## config.mk

```make
export PLATFORM = sky130hd
export DESIGN_NAME = swic_top
export DESIGN_NICKNAME = d
export VERILOG_FILES = /design/src/hdl/swic_pkg.sv /design/src/hdl/swic_top.sv
export VERILOG_INCLUDE_DIRS = /design/src /design/src/hdl
export SDC_FILE = /design/constraint.sdc
export NUM_CORES = 1
export LEC_CHECK = 0
export ABC_CLOCK_PERIOD_IN_PS = 2000
export BUFFER_PORTS_ARGS = -buffer_cell sky130_fd_sc_hd__buf_2
export CORE_MARGIN = 3
export CORE_UTILIZATION = 40
export CTS_CLUSTER_DIAMETER = 100
export DETAILED_ROUTE_END_ITERATION = 8
export HOLD_SLACK_MARGIN = 0.05
export PLACE_DENSITY = 0.82
export SLEW_MARGIN = 20
export SYNTH_ARGS = -nofsm -noshare
export SYNTH_HDL_FRONTEND = slang
export SYNTH_SLANG_ARGS = --single-unit
```

## constraint.sdc

```tcl
create_clock -name ref_clk -period 2 [get_ports ref_clk]
set_clock_uncertainty 0.2 [all_clocks]
set_input_delay 0 -clock ref_clk [delete_from_list [all_inputs] [get_ports ref_clk]]
set_output_delay 0 -clock ref_clk [all_outputs]
set_load 0.02 [all_outputs]
```

## src/hdl/swic_defs.svh

```systemverilog
// Purpose: offsets, fields, reset values of the sleep/wake control
// Assumes: 32-bit apb, one aligned word per register
// Notes: definitions only
`ifndef SWIC_DEFS_SVH
`define SWIC_DEFS_SVH
// ----------------------------------------
// register byte offsets
// ----------------------------------------
`define SWIC_OFS_CTRL 8'h2C
`define SWIC_OFS_ROUTE 8'h30
`define SWIC_OFS_STAT 8'h34
`define SWIC_OFS_MASK 8'h38
`define SWIC_OFS_MODE 8'h3C
// ----------------------------------------
// reset values
// ----------------------------------------
`define SWIC_RST_CTRL 8'h00
`define SWIC_RST_ROUTE 8'h00
`define SWIC_RST_MASK 3'h0
// ----------------------------------------
// status bit positions
// ----------------------------------------
`define SWIC_ST_GERR 0
`define SWIC_ST_FLUSH 1
`define SWIC_ST_WAKE 2
// ----------------------------------------
// mode status bit positions
// ----------------------------------------
`define SWIC_MD_SLEEP 0
`define SWIC_MD_GERR 1
`define SWIC_MD_BLOCK 2
`endif

```

## src/hdl/swic_pkg.sv

```systemverilog
// Purpose: types of the sleep/wake interrupt control block
// Assumes: nothing beyond the defs header
// Notes: field order follows the 8-bit control register, msb first
package swic_pkg;
  // ----------------------------------------
  // control register layout
  // ----------------------------------------
  typedef struct packed {
    logic fifo_gate; // bit 7: block fifo input on mode change
    logic wake_trans; // bit 6: transient runs in sleep
    logic wake_orient; // bit 5: orientation runs in sleep
    logic wake_pulse; // bit 4: pulse/tap runs in sleep
    logic wake_ffmt; // bit 3: freefall/motion runs in sleep
    logic wake_vecm; // bit 2: vector magnitude runs in sleep
    logic irq_pin_pol; // bit 1: 1 active high pins
    logic irq_pin_drive_type; // bit 0: 1 open drain
  } swic_ctrl_t;
  // ----------------------------------------
  // acceleration event functions
  // ----------------------------------------
  typedef struct packed {
    logic trans;
    logic orient;
    logic pulse;
    logic ffmt;
    logic vecm;
  } swic_func_t;
  // one interrupt pin as level and output enable
  typedef struct packed {
    logic o;
    logic oe;
  } swic_pin_t;
endpackage

```

## src/hdl/swic_top.sv

```systemverilog
// Purpose: sleep/wake fifo gating, wake enables, interrupt pin control
// Assumes: all sensor side inputs come from logic on ref_clk
// Notes: apb slave, zero wait states, read data from a flop
`timescale 1ns/1ps
`include "swic_defs.svh"
module swic_top #(
  parameter int RATE_W = 3
) (
  input wire logic ref_clk,
  input wire logic rstn,
  // apb slave
  input wire logic psel,
  input wire logic penable,
  input wire logic pwrite,
  input wire logic [7:0] paddr,
  input wire logic [31:0] pwdata,
  output logic [31:0] prdata,
  output logic pready,
  output logic pslverr,
  // system state from the mode controller
  input wire logic sys_sleep,
  input wire logic auto_sleep_en,
  input wire logic [RATE_W-1:0] output_sample_rate,
  // fifo data path
  input wire logic sample_valid,
  input wire logic fifo_empty,
  output logic fifo_flush,
  output logic fifo_in_block,
  // event functions
  input wire swic_pkg::swic_func_t func_event,
  output swic_pkg::swic_func_t func_enable,
  output logic func_cnt_reset,
  output logic wake_req,
  // interrupt pins
  output swic_pkg::swic_pin_t event_pin_a,
  output swic_pkg::swic_pin_t event_pin_b,
  output logic irq
);
  import swic_pkg::*;

  // ----------------------------------------
  // elaboration check
  // ----------------------------------------
  if (RATE_W < 1 || RATE_W > 8) begin : g_chk
    $error("RATE_W must lie in 1..8");
  end

  // ----------------------------------------
  // declarations
  // ----------------------------------------
  swic_ctrl_t ctrl_reg; // control register
  logic [7:0] route_reg; // low five bits: 1 to pin a
  logic [2:0] stat_reg; // sticky events
  logic [2:0] stat_next;
  logic [2:0] mask_reg; // interrupt mask
  logic gerr_reg; // gate error flag
  logic block_reg; // fifo input held off
  logic sleep_reg; // last seen mode
  logic [RATE_W-1:0] rate_reg; // last seen rate
  logic [31:0] rdata_reg; // read data
  logic flush_reg; // flush pulse
  logic cnt_rst_reg; // counter reset pulse
  logic wake_reg; // wake request pulse
  swic_pin_t pin_a_reg;
  swic_pin_t pin_b_reg;
  logic mode_chg; // sleep/wake transition
  logic rate_chg; // rate change
  logic wr_acc; // write access phase
  logic rd_acc; // read access phase
  logic setup; // setup phase
  logic addr_ok; // mapped address
  logic [4:0] evt_v; // events as a vector
  logic [4:0] wake_v; // wake enables as a vector
  logic [4:0] live_v; // events of running functions
  logic [4:0] func_en_v; // functions allowed to run
  logic src_a; // ored pin a sources
  logic src_b; // ored pin b sources
  logic set_gerr;
  logic set_flush;
  logic set_wake;

  // ----------------------------------------
  // apb decode
  // ----------------------------------------
  assign setup = psel & ~penable;
  assign wr_acc = psel & penable & pwrite;
  assign rd_acc = psel & penable & ~pwrite;
  // zero wait states: answer in the access phase
  assign pready = psel & penable;
  // unmapped address answers with an error
  assign pslverr = psel & penable & ~addr_ok;

  // address decode
  always_comb begin
    case (paddr)
      `SWIC_OFS_CTRL,
      `SWIC_OFS_ROUTE,
      `SWIC_OFS_STAT,
      `SWIC_OFS_MASK,
      `SWIC_OFS_MODE: begin
        addr_ok = 1'b1;
      end
      default: begin
        addr_ok = 1'b0;
      end
    endcase
  end

  // ----------------------------------------
  // writable registers
  // ----------------------------------------
  // control register
  always_ff @(posedge ref_clk or negedge rstn) begin
    if (!rstn) begin
      ctrl_reg <= `SWIC_RST_CTRL;
    end else if (wr_acc && paddr == `SWIC_OFS_CTRL) begin
      ctrl_reg <= pwdata[7:0];
    end
  end

  // routing register, upper bits read as zero
  always_ff @(posedge ref_clk or negedge rstn) begin
    if (!rstn) begin
      route_reg <= `SWIC_RST_ROUTE;
    end else if (wr_acc && paddr == `SWIC_OFS_ROUTE) begin
      route_reg <= {3'h0, pwdata[4:0]};
    end
  end

  // interrupt mask
  always_ff @(posedge ref_clk or negedge rstn) begin
    if (!rstn) begin
      mask_reg <= `SWIC_RST_MASK;
    end else if (wr_acc && paddr == `SWIC_OFS_MASK) begin
      mask_reg <= pwdata[2:0];
    end
  end

  // ----------------------------------------
  // read data, captured in the setup phase
  // ----------------------------------------
  always_ff @(posedge ref_clk or negedge rstn) begin
    if (!rstn) begin
      rdata_reg <= 32'h0;
    end else if (setup) begin
      case (paddr)
        `SWIC_OFS_CTRL: begin
          rdata_reg <= {24'h0, ctrl_reg};
        end
        `SWIC_OFS_ROUTE: begin
          rdata_reg <= {24'h0, route_reg};
        end
        `SWIC_OFS_STAT: begin
          rdata_reg <= {29'h0, stat_reg};
        end
        `SWIC_OFS_MASK: begin
          rdata_reg <= {29'h0, mask_reg};
        end
        `SWIC_OFS_MODE: begin
          rdata_reg <= {29'h0, block_reg, gerr_reg, sleep_reg};
        end
        default: begin
          rdata_reg <= 32'h0;
        end
      endcase
    end
  end
  assign prdata = rdata_reg;

  // ----------------------------------------
  // mode and rate tracking
  // ----------------------------------------
  // previous mode and rate, for change detection
  always_ff @(posedge ref_clk or negedge rstn) begin
    if (!rstn) begin
      sleep_reg <= 1'b0;
      rate_reg <= '0;
    end else begin
      sleep_reg <= sys_sleep;
      rate_reg <= output_sample_rate;
    end
  end
  // the first cycle after reset sees wake and rate zero as old
  assign mode_chg = sys_sleep ^ sleep_reg;
  assign rate_chg = output_sample_rate != rate_reg;

  // ----------------------------------------
  // fifo gate
  // ----------------------------------------
  // input block, released once the host has emptied the fifo
  always_ff @(posedge ref_clk or negedge rstn) begin
    if (!rstn) begin
      block_reg <= 1'b0;
    end else if (mode_chg && ctrl_reg.fifo_gate) begin
      block_reg <= 1'b1;
    end else if (fifo_empty) begin
      block_reg <= 1'b0;
    end
  end
  assign fifo_in_block = block_reg;

  // gate error flag; only emptying clears it
  assign set_gerr = block_reg & sample_valid & ~fifo_empty;
  always_ff @(posedge ref_clk or negedge rstn) begin
    if (!rstn) begin
      gerr_reg <= 1'b0;
    end else if (set_gerr) begin
      gerr_reg <= 1'b1;
    end else if (fifo_empty) begin
      gerr_reg <= 1'b0;
    end
  end

  // flush and counter reset pulses
  always_ff @(posedge ref_clk or negedge rstn) begin
    if (!rstn) begin
      flush_reg <= 1'b0;
      cnt_rst_reg <= 1'b0;
    end else begin
      // bypassed gate flushes; rate change flushes
      flush_reg <= (mode_chg & ~ctrl_reg.fifo_gate) | rate_chg;
      // reset counters, status is kept elsewhere
      cnt_rst_reg <= mode_chg & auto_sleep_en;
    end
  end
  assign fifo_flush = flush_reg;
  assign func_cnt_reset = cnt_rst_reg;

  // ----------------------------------------
  // sleep operation of event functions
  // ----------------------------------------
  assign evt_v = func_event;
  assign wake_v = {ctrl_reg.wake_trans, ctrl_reg.wake_orient,
                   ctrl_reg.wake_pulse, ctrl_reg.wake_ffmt,
                   ctrl_reg.wake_vecm};

  // per function: always on in wake, on in sleep only if enabled
  for (genvar i = 0; i < 5; i++) begin : g_fn
    assign func_en_v[i] = ~sys_sleep | wake_v[i];
    assign live_v[i] = evt_v[i] & func_en_v[i];
  end
  assign func_enable = func_en_v;

  // wake request on a sleep event of an enabled function
  always_ff @(posedge ref_clk or negedge rstn) begin
    if (!rstn) begin
      wake_reg <= 1'b0;
    end else begin
      wake_reg <= sys_sleep & |(evt_v & wake_v);
    end
  end
  assign wake_req = wake_reg;

  // ----------------------------------------
  // interrupt pins
  // ----------------------------------------
  // or of sources per pin
  assign src_a = |(live_v & route_reg[4:0]);
  assign src_b = |(live_v & ~route_reg[4:0]);

  // pins registered so the pads see no glitches
  always_ff @(posedge ref_clk or negedge rstn) begin
    if (!rstn) begin
      // push-pull, active low, idle high
      pin_a_reg <= 2'b11;
      pin_b_reg <= 2'b11;
    end else if (ctrl_reg.irq_pin_drive_type) begin
      // low level means asserted when pol is 0
      pin_a_reg.o <= 1'b0;
      pin_b_reg.o <= 1'b0;
      pin_a_reg.oe <= src_a ^ ctrl_reg.irq_pin_pol;
      pin_b_reg.oe <= src_b ^ ctrl_reg.irq_pin_pol;
    end else begin
      pin_a_reg.o <= ~(src_a ^ ctrl_reg.irq_pin_pol);
      pin_b_reg.o <= ~(src_b ^ ctrl_reg.irq_pin_pol);
      pin_a_reg.oe <= 1'b1;
      pin_b_reg.oe <= 1'b1;
    end
  end
  assign event_pin_a = pin_a_reg;
  assign event_pin_b = pin_b_reg;

  // ----------------------------------------
  // block interrupt: sticky status, read clears
  // ----------------------------------------
  assign set_flush = flush_reg;
  assign set_wake = wake_reg;

  // set wins over the clear of a read in the same cycle
  always_comb begin
    stat_next = stat_reg;
    if (rd_acc && paddr == `SWIC_OFS_STAT) begin
      // clear only what the read reported; a bit set after the
      // setup cycle survives until the next read
      stat_next = stat_reg & ~rdata_reg[2:0];
    end
    if (set_gerr) begin
      stat_next[`SWIC_ST_GERR] = 1'b1;
    end
    if (set_flush) begin
      stat_next[`SWIC_ST_FLUSH] = 1'b1;
    end
    if (set_wake) begin
      stat_next[`SWIC_ST_WAKE] = 1'b1;
    end
  end

  // status register
  always_ff @(posedge ref_clk or negedge rstn) begin
    if (!rstn) begin
      stat_reg <= 3'h0;
    end else begin
      stat_reg <= stat_next;
    end
  end

  // level interrupt while an unmasked bit is set
  assign irq = |(stat_reg & mask_reg);
endmodule

```

==> impl_metrics.tcl, run 1 <==
set metrics [dict create \
    status "completed" \
    die_h_um 78.2 \
    setup_tns_ps 0 \
    grt_max_degree 41 \
    crit_slowest_cell "dlygate4sd3_1" \
    syn_inst 187 \
    hold_viol 0 \
    vias 1711 \
    drive_above_1_share_pct 34.4 \
    cts_tree "done" \
    insertion_delay_ps 300 \
    firstDrtPassIters 5 \
    start_util_pct 42.7 \
    ir_drop_mv 0.287 \
    grt_usage_pct 17.8 \
    synth_edf_count 0 \
    ys_ff_latch 40 \
    io-pin-count 105 \
    cp_max_fo 5 \
    drt_iter0_markers 140 \
    grt_first_pass_wirelength_mm 8.40 \
    crit_buf_inv 3 \
    end_kind "register" \
    htree_levels 2 \
    port-buffer-count 56 \
    internal-power_uw 1330 \
    fin_crit_sh_pct 87.6 \
    worst_ep_arrival_time_ps 1730 \
    worst_setup_path_start_kind "input port" \
    first_global_vias 1746 \
    slew_violations 0 \
    timing.fmax_ghz 0.571 \
    drcViolationCount 0 \
    yosys_warnings 0 \
    cts.repair.resized 0 \
    nNetsFinal 338 \
    num_antenna_cells 0 \
    vias_per_cell 4.90 \
    p_comb_share_pct 15.3 \
    switching_share_pct 26.7 \
    pwr-share-clk_pct 37.0 \
    drt-total-wl_mm 5.12 \
    p_per_area_nw_per_um2 645 \
    synth.cell_area_um2 2090 \
    rows 25 \
    synth.top_cell.area_share_pct 43.2 \
    min_period_ps 1750 \
    synth-seq-area-share_pct 48.2 \
    cpPeakStageDelay_ps 550 \
    ys.flop_type "dfrtp_1" \
    drtAntennaViolNets 0 \
    wl_per_cell_um 14.7 \
    clock_path_buffers 2 \
    yosysTopAreaCell "dfrtp_1" \
    max_slew.worst_pin.slew_ps 866 \
    die-area_um2 6120 \
    clk_pin_slew_ps 80 \
    finalSetupViolCount 0 \
    syn_avg_cell_area_um2 11.2 \
    yosys-top-cells-area "dfrtp_1 (43%), buf_4 (8.6%), mux2_2 (8.6%)" \
    gr-total-overflow 0 \
    cts-root-buf "clkbuf_8" \
    crit_chain "dlygate4sd3_1 > buf_2 > nand2b_1 > nor4_2 > nand3_1 > buf_4 > mux2_2" \
    rsz0062_at_grt "no" \
    core_area_um2 4880 \
    ys_types 36 \
    final_util_pct 57.5 \
    p_sw_uw 483 \
    critical_path_class "in -> reg" \
    antenna_found_initial 1 \
    critPathTopFamily "buffers and inverters" \
    synth_async_sr_flop_share_pct 100 \
    drv_cap 0 \
    power_leakage_uw 0.00142 \
    cts_made_buffers 5 \
    hpwl_mm 3.70 \
    area_growth_pct 34.6 \
    die_w_um 78.2 \
    slew_headroom_pct 42.3 \
    seqPwrFrac_pct 47.7 \
    clkSinkCount 40 \
    gp_congestion 0.777 \
    min-delay-path-class "in -> reg" \
    crit_required_ps 1980 \
]
synthesized netlist by cell type (2+ instances only):
cell / instances
a21o_1: 2
nand3b_1: 4
buf_4: 24
dfrtp_1: 36
a22o_1: 4
and4b_1: 2
a22oi_1: 4
a222oi_1: 2
dfstp_2: 4
nand3_1: 10
clkbuf_1: 3
nor2_1: 6
nor4_2: 2
o21ai_0: 2
mux2_2: 16
nand2b_1: 7
a21oi_1: 4
and2_1: 2
inv_1: 8
nor4_1: 2
nor2b_1: 4
xnor2_1: 3
o22ai_1: 4
nand2_1: 11
mux2i_1: 10
area by class of cell:
class / count / area, um2
clock buffers: 5 / 68.8
clock inverters: 3 / 46.3
fillers: 421 / 2070
inverters: 8 / 30.0
multi-input cells: 135 / 945
flip-flops and latches: 40 / 1010
well taps: 67 / 83.8
repair buffers: 91 / 628
metal layers:
layer / track usage, % / wire length (um) / up-vias
met3: 5.73 / 395 / 10
met1: 21.5 / 2050 / 821
met5: 0 / 7 / -
met2: 29.9 / 2580 / 72
met4: 6.29 / 85 / 2
li1: - / - / 806
worst min-delay path, stage by stage:
cell	delay [ps]
buf_2	110
nand3_1	70
and4b_1	250
mux2i_1	130
cell usage in the layout (no fill, tap or decap), drive strengths merged, types with 5 or more instances in the layout:
master and n:
buf 62, clkbuf 5, conb 24, dfrtp 36
dlygate4sd3 29, inv 9, mux2 16, mux2i 10
nand2 11, nand2b 7, nand3 10, nor2 6
nor4 5
power groups by stage:
stage / Clock [uW] / Sequential [uW] / Combinational, uW
after floorplan: 0 / 886 / 162
after global placement: 0 / 876 / 227
after detailed placement: 0 / 878 / 231
after CTS: 686 / 862 / 274
after global routing: 720 / 867 / 300
final: 670 / 863 / 277
final timing paths:
check	end	slack, ps	startpoint	cells past startpoint
worst min-delay path	event_pin_a[1]	70	func_event[0]	4
worst max register to register	wake_req	290	ctrl_reg[2]	3
min in group asynchronous	func_cnt_reset	150	rstn	2
worst min register to register	stat_reg[1]	270	fifo_flush	1
max in group asynchronous	prdata[4]	900	rstn	2
worst max-delay path	route_reg[2]	250	paddr[2]	7
logic make-up (layout without fill, tap and decap cells):
| family | count (synthesis) | count (layout) | share of synthesized area (%) |
|---|---|---|---|
| AND/OR/NAND/NOR | 55 | 55 | 16.7 |
| flip-flops | 40 | 40 | 48.2 |
| buffers and inverters | 35 | 107 | 10.6 |
| AO/OA/AOI/OAI | 26 | 26 | 9.12 |
| multiplexers | 26 | 26 | 13.4 |
| XOR/XNOR | 4 | 4 | 1.68 |
| other | 1 | 24 | 0.180 |
stage by stage:
step | cell area, um2 | setup WS [ps] | hold WS (ps) | total power [uW] | std cells
5_1_grt | 2810 | 122 | 78.5 | 1890 | 349
6_report | 2810 | 247 | 66.3 | 1810 | 349
2_1_floorplan | 2170 | 148 | -496 | 1050 | 210
3_5_place_dp | 2400 | 23.1 | -65.8 | 1110 | 312
4_1_cts | 2810 | 260 | 60.6 | 1820 | 349
3_3_place_gp | 2400 | 42.1 | -68.1 | 1100 | 312
repair_timing:
item / in CTS / in global routing
buffers inserted: 0 / 0
hold buffers: 29 / 0
endpoints found under the setup margin: 0 / 0
endpoints found under the hold margin: 73 / 0
Power figures use the tool's default switching activity.
==> run 2: changes to the inputs <==
ABC_AREA = 1   (was default)
HOLD_SLACK_MARGIN = 0.15   (was 0.05)
PLACE_DENSITY = 0.81   (was 0.82)
==> run 2 against run 1 <==
  * Combinational power rose by 12%
  * Non-clock buffer count is 14 higher
  * Via count up 22%
  * Synthesized cell count rose by 44%
  * Worst setup slack got worse by 180 ps
  * Largest power group unchanged
  * Sequential power decreased by 1%
  * Sequential share of layout area is 2.8 points lower
  * Wire length is 12% higher
  * Cell area is 8.4% higher
  * Sequential cell count is the same
  * Synthesized area increased by 5.8%
==> impl_metrics.tcl, run 2 <==
set metrics [dict create \
    pre_cts_slack_ps 552 \
    start_util_pct 42.1 \
    crit_slowest_cell "dlygate4sd3_1" \
    yosys-top-cells-area "dfrtp_1 (41%), nand2_1 (11%), buf_4 (8.5%)" \
    cp_max_fo 6 \
    timing.fmax_ghz 0.517 \
    synthXorXnorAreaFrac_pct 1.59 \
    layout_setup_ws_ps 66.6 \
    synth_async_sr_flop_share_pct 100 \
    layout_commonest_cell "nand2_1" \
    power_leakage_uw 0.00161 \
    crit_chain "buf_2 > dlygate4sd3_1 > nand2_2 > nor2_4 > nand2_4 > nor2_8 > dlygate4sd3_1 > nand2_2 > o21ai_2" \
    grt_max_degree 22 \
    ys_ff_latch 40 \
    yosys_warnings 0 \
    hold_viol 0 \
    drtAntennaViolNets 0 \
    port-buffer-count 56 \
    insertion_delay_ps 290 \
    finalSetupViolCount 0 \
    grt_usage_pct 18.7 \
    vias 2091 \
    synth.top_cell.area_share_pct 40.8 \
    drt-total-wl_mm 5.75 \
    antenna_found_initial 0 \
    ys_types 29 \
    p_per_area_nw_per_um2 562 \
    synth-compound-area-share_pct 10.3 \
    critical_path_class "in -> reg" \
    cts-root-buf "clkbuf_8" \
    end_kind "register" \
    synth_edf_count 0 \
    die_h_um 80.3 \
    rows 26 \
    min_period_ps 1930 \
    ys.flop_type "dfrtp_1" \
    gp_congestion 0.910 \
    grt_first_pass_wirelength_mm 9.23 \
    synth.cell_area_um2 2210 \
    fin_crit_sh_pct 96.7 \
    synthMuxAreaShare_pct 0 \
    yosys.area_share.simple_pct 25.5 \
    cts_made_buffers 5 \
    final_cell_mix "nand2_1 (65), buf_2 (55), dlygate4sd3_1 (44), inv_1 (37), dfrtp_1 (36)" \
    io-pin-count 105 \
    area_growth_pct 37.9 \
    clk_pin_slew_ps 80 \
    rsz0062_at_grt "no" \
    drcViolationCount 0 \
    vias_per_cell 4.67 \
    hpwl_mm 3.92 \
    synth.most_common_cell "nand2_1" \
    max_slew.worst_pin.slew_ps 977 \
    syn_avg_cell_area_um2 8.17 \
    core_area_um2 5240 \
    setup_tns_ps 0 \
    status "completed" \
    drive_above_1_share_pct 26.2 \
    worst_ep_arrival_time_ps 1960 \
    cpPeakStageDelay_ps 600 \
    die-area_um2 6440 \
    clock_path_buffers 2 \
    yosysTopAreaCell "dfrtp_1" \
    first_global_vias 2035 \
    firstDrtPassIters 4 \
    synth_fa_ha_area_share_pct 0 \
    crit_required_ps 2020 \
    min-delay-path-class "in -> reg" \
    synth_top_family_by_area "simple AND/OR/NAND/NOR gates" \
    nNetsFinal 434 \
    wl_per_cell_um 12.8 \
    syn_inst 270 \
    htree_levels 2 \
    drt_iter0_markers 185 \
    netlist_top_cells_count "nand2_1 (67), inv_1 (39), dfrtp_1 (36), buf_4 (25), nand3_1 (25)" \
    slew_headroom_pct 34.6 \
    worst_setup_path_start_kind "input port" \
    gr-total-overflow 0 \
    num_antenna_cells 0 \
    slew_violations 0 \
    die_w_um 80.3 \
    cts_tree "done" \
    drv_cap 0 \
    synth-seq-area-share_pct 45.6 \
    ir_drop_mv 0.476 \
    clkSinkCount 40 \
]
==> run 2: timing repair <==
action	in CTS	in global routing
hold buffers	46	1
hold endpoints to repair	80	2
resized for setup	0	14
endpoints found under the setup margin	0	15
setup buffers	0	2
==> run 2: cell families (layout without fill, tap and decap cells) <==
| group | Yosys count | count (layout) |
|---|---|---|
| XOR/XNOR | 4 | 4 |
| AO/OA/AOI/OAI | 38 | 38 |
| AND/OR/NAND/NOR | 119 | 119 |
| other | 1 | 24 |
| buffers and inverters | 68 | 153 |
| flip-flops | 40 | 40 |
==> run 2: worst paths after layout <==
kind	cells after the start	end	startpoint	slack, ps
min in group asynchronous	3	ctrl_reg[1]	rstn	750
worst max register to register	9	event_pin_b[1]	ctrl_reg[4]	130
max in group asynchronous	3	prdata[4]	rstn	250
worst min register to register	2	stat_reg[2]	wake_req	280
worst min-delay path	7	stat_reg[0]	paddr[7]	100
worst max-delay path	9	ctrl_reg[0]	paddr[3]	70
==> run 2: power breakdown <==
group          switching (uW)  internal (uW)
Sequential               13.4            837
Clock                     274            275
Combinational             185            125
==> run 2: area by class of cell <==
type	count	area, um2
Tap cell	70	87.6
Sequential cell	40	1010
Clock inverter	2	10.0
Timing Repair Buffer	105	766
Inverter	40	150
Multi-Input combinational cell	185	941
Clock buffer	6	82.6
Fill cell	477	2190
==> run 2: routing by layer <==
layer  vias to the layer above  track usage, %  wire, um
li1                       1015               -         -
met1                       967            22.3      2230
met2                        98            32.4      2920
met3                        11            4.60       491
met4                         0            7.09       111
met5                         -               0         0
==> run 2: critical path: cells and delay by family <==
kind            cells  cell delay (ps)
simple gates        5              620
compound gates      1               50
buf+inv             3             1280
==> run 2: per-stage QoR <==
| stage | instance area [um2] | util, % | total power, uW | std cells | hold WS (ps) |
|---|---|---|---|---|---|
| finish | 3040 | 58.1 | 1710 | 448 | 103 |
| global route | 3040 | 58.1 | 1790 | 448 | 154 |
| detailed placement | 2450 | 46.8 | 1100 | 393 | -171 |
| floorplan | 2290 | - | 1050 | 293 | -496 |
| global placement | 2450 | 46.8 | 1100 | 393 | -172 |
| CTS | 3010 | 57.4 | 1710 | 447 | 158 |
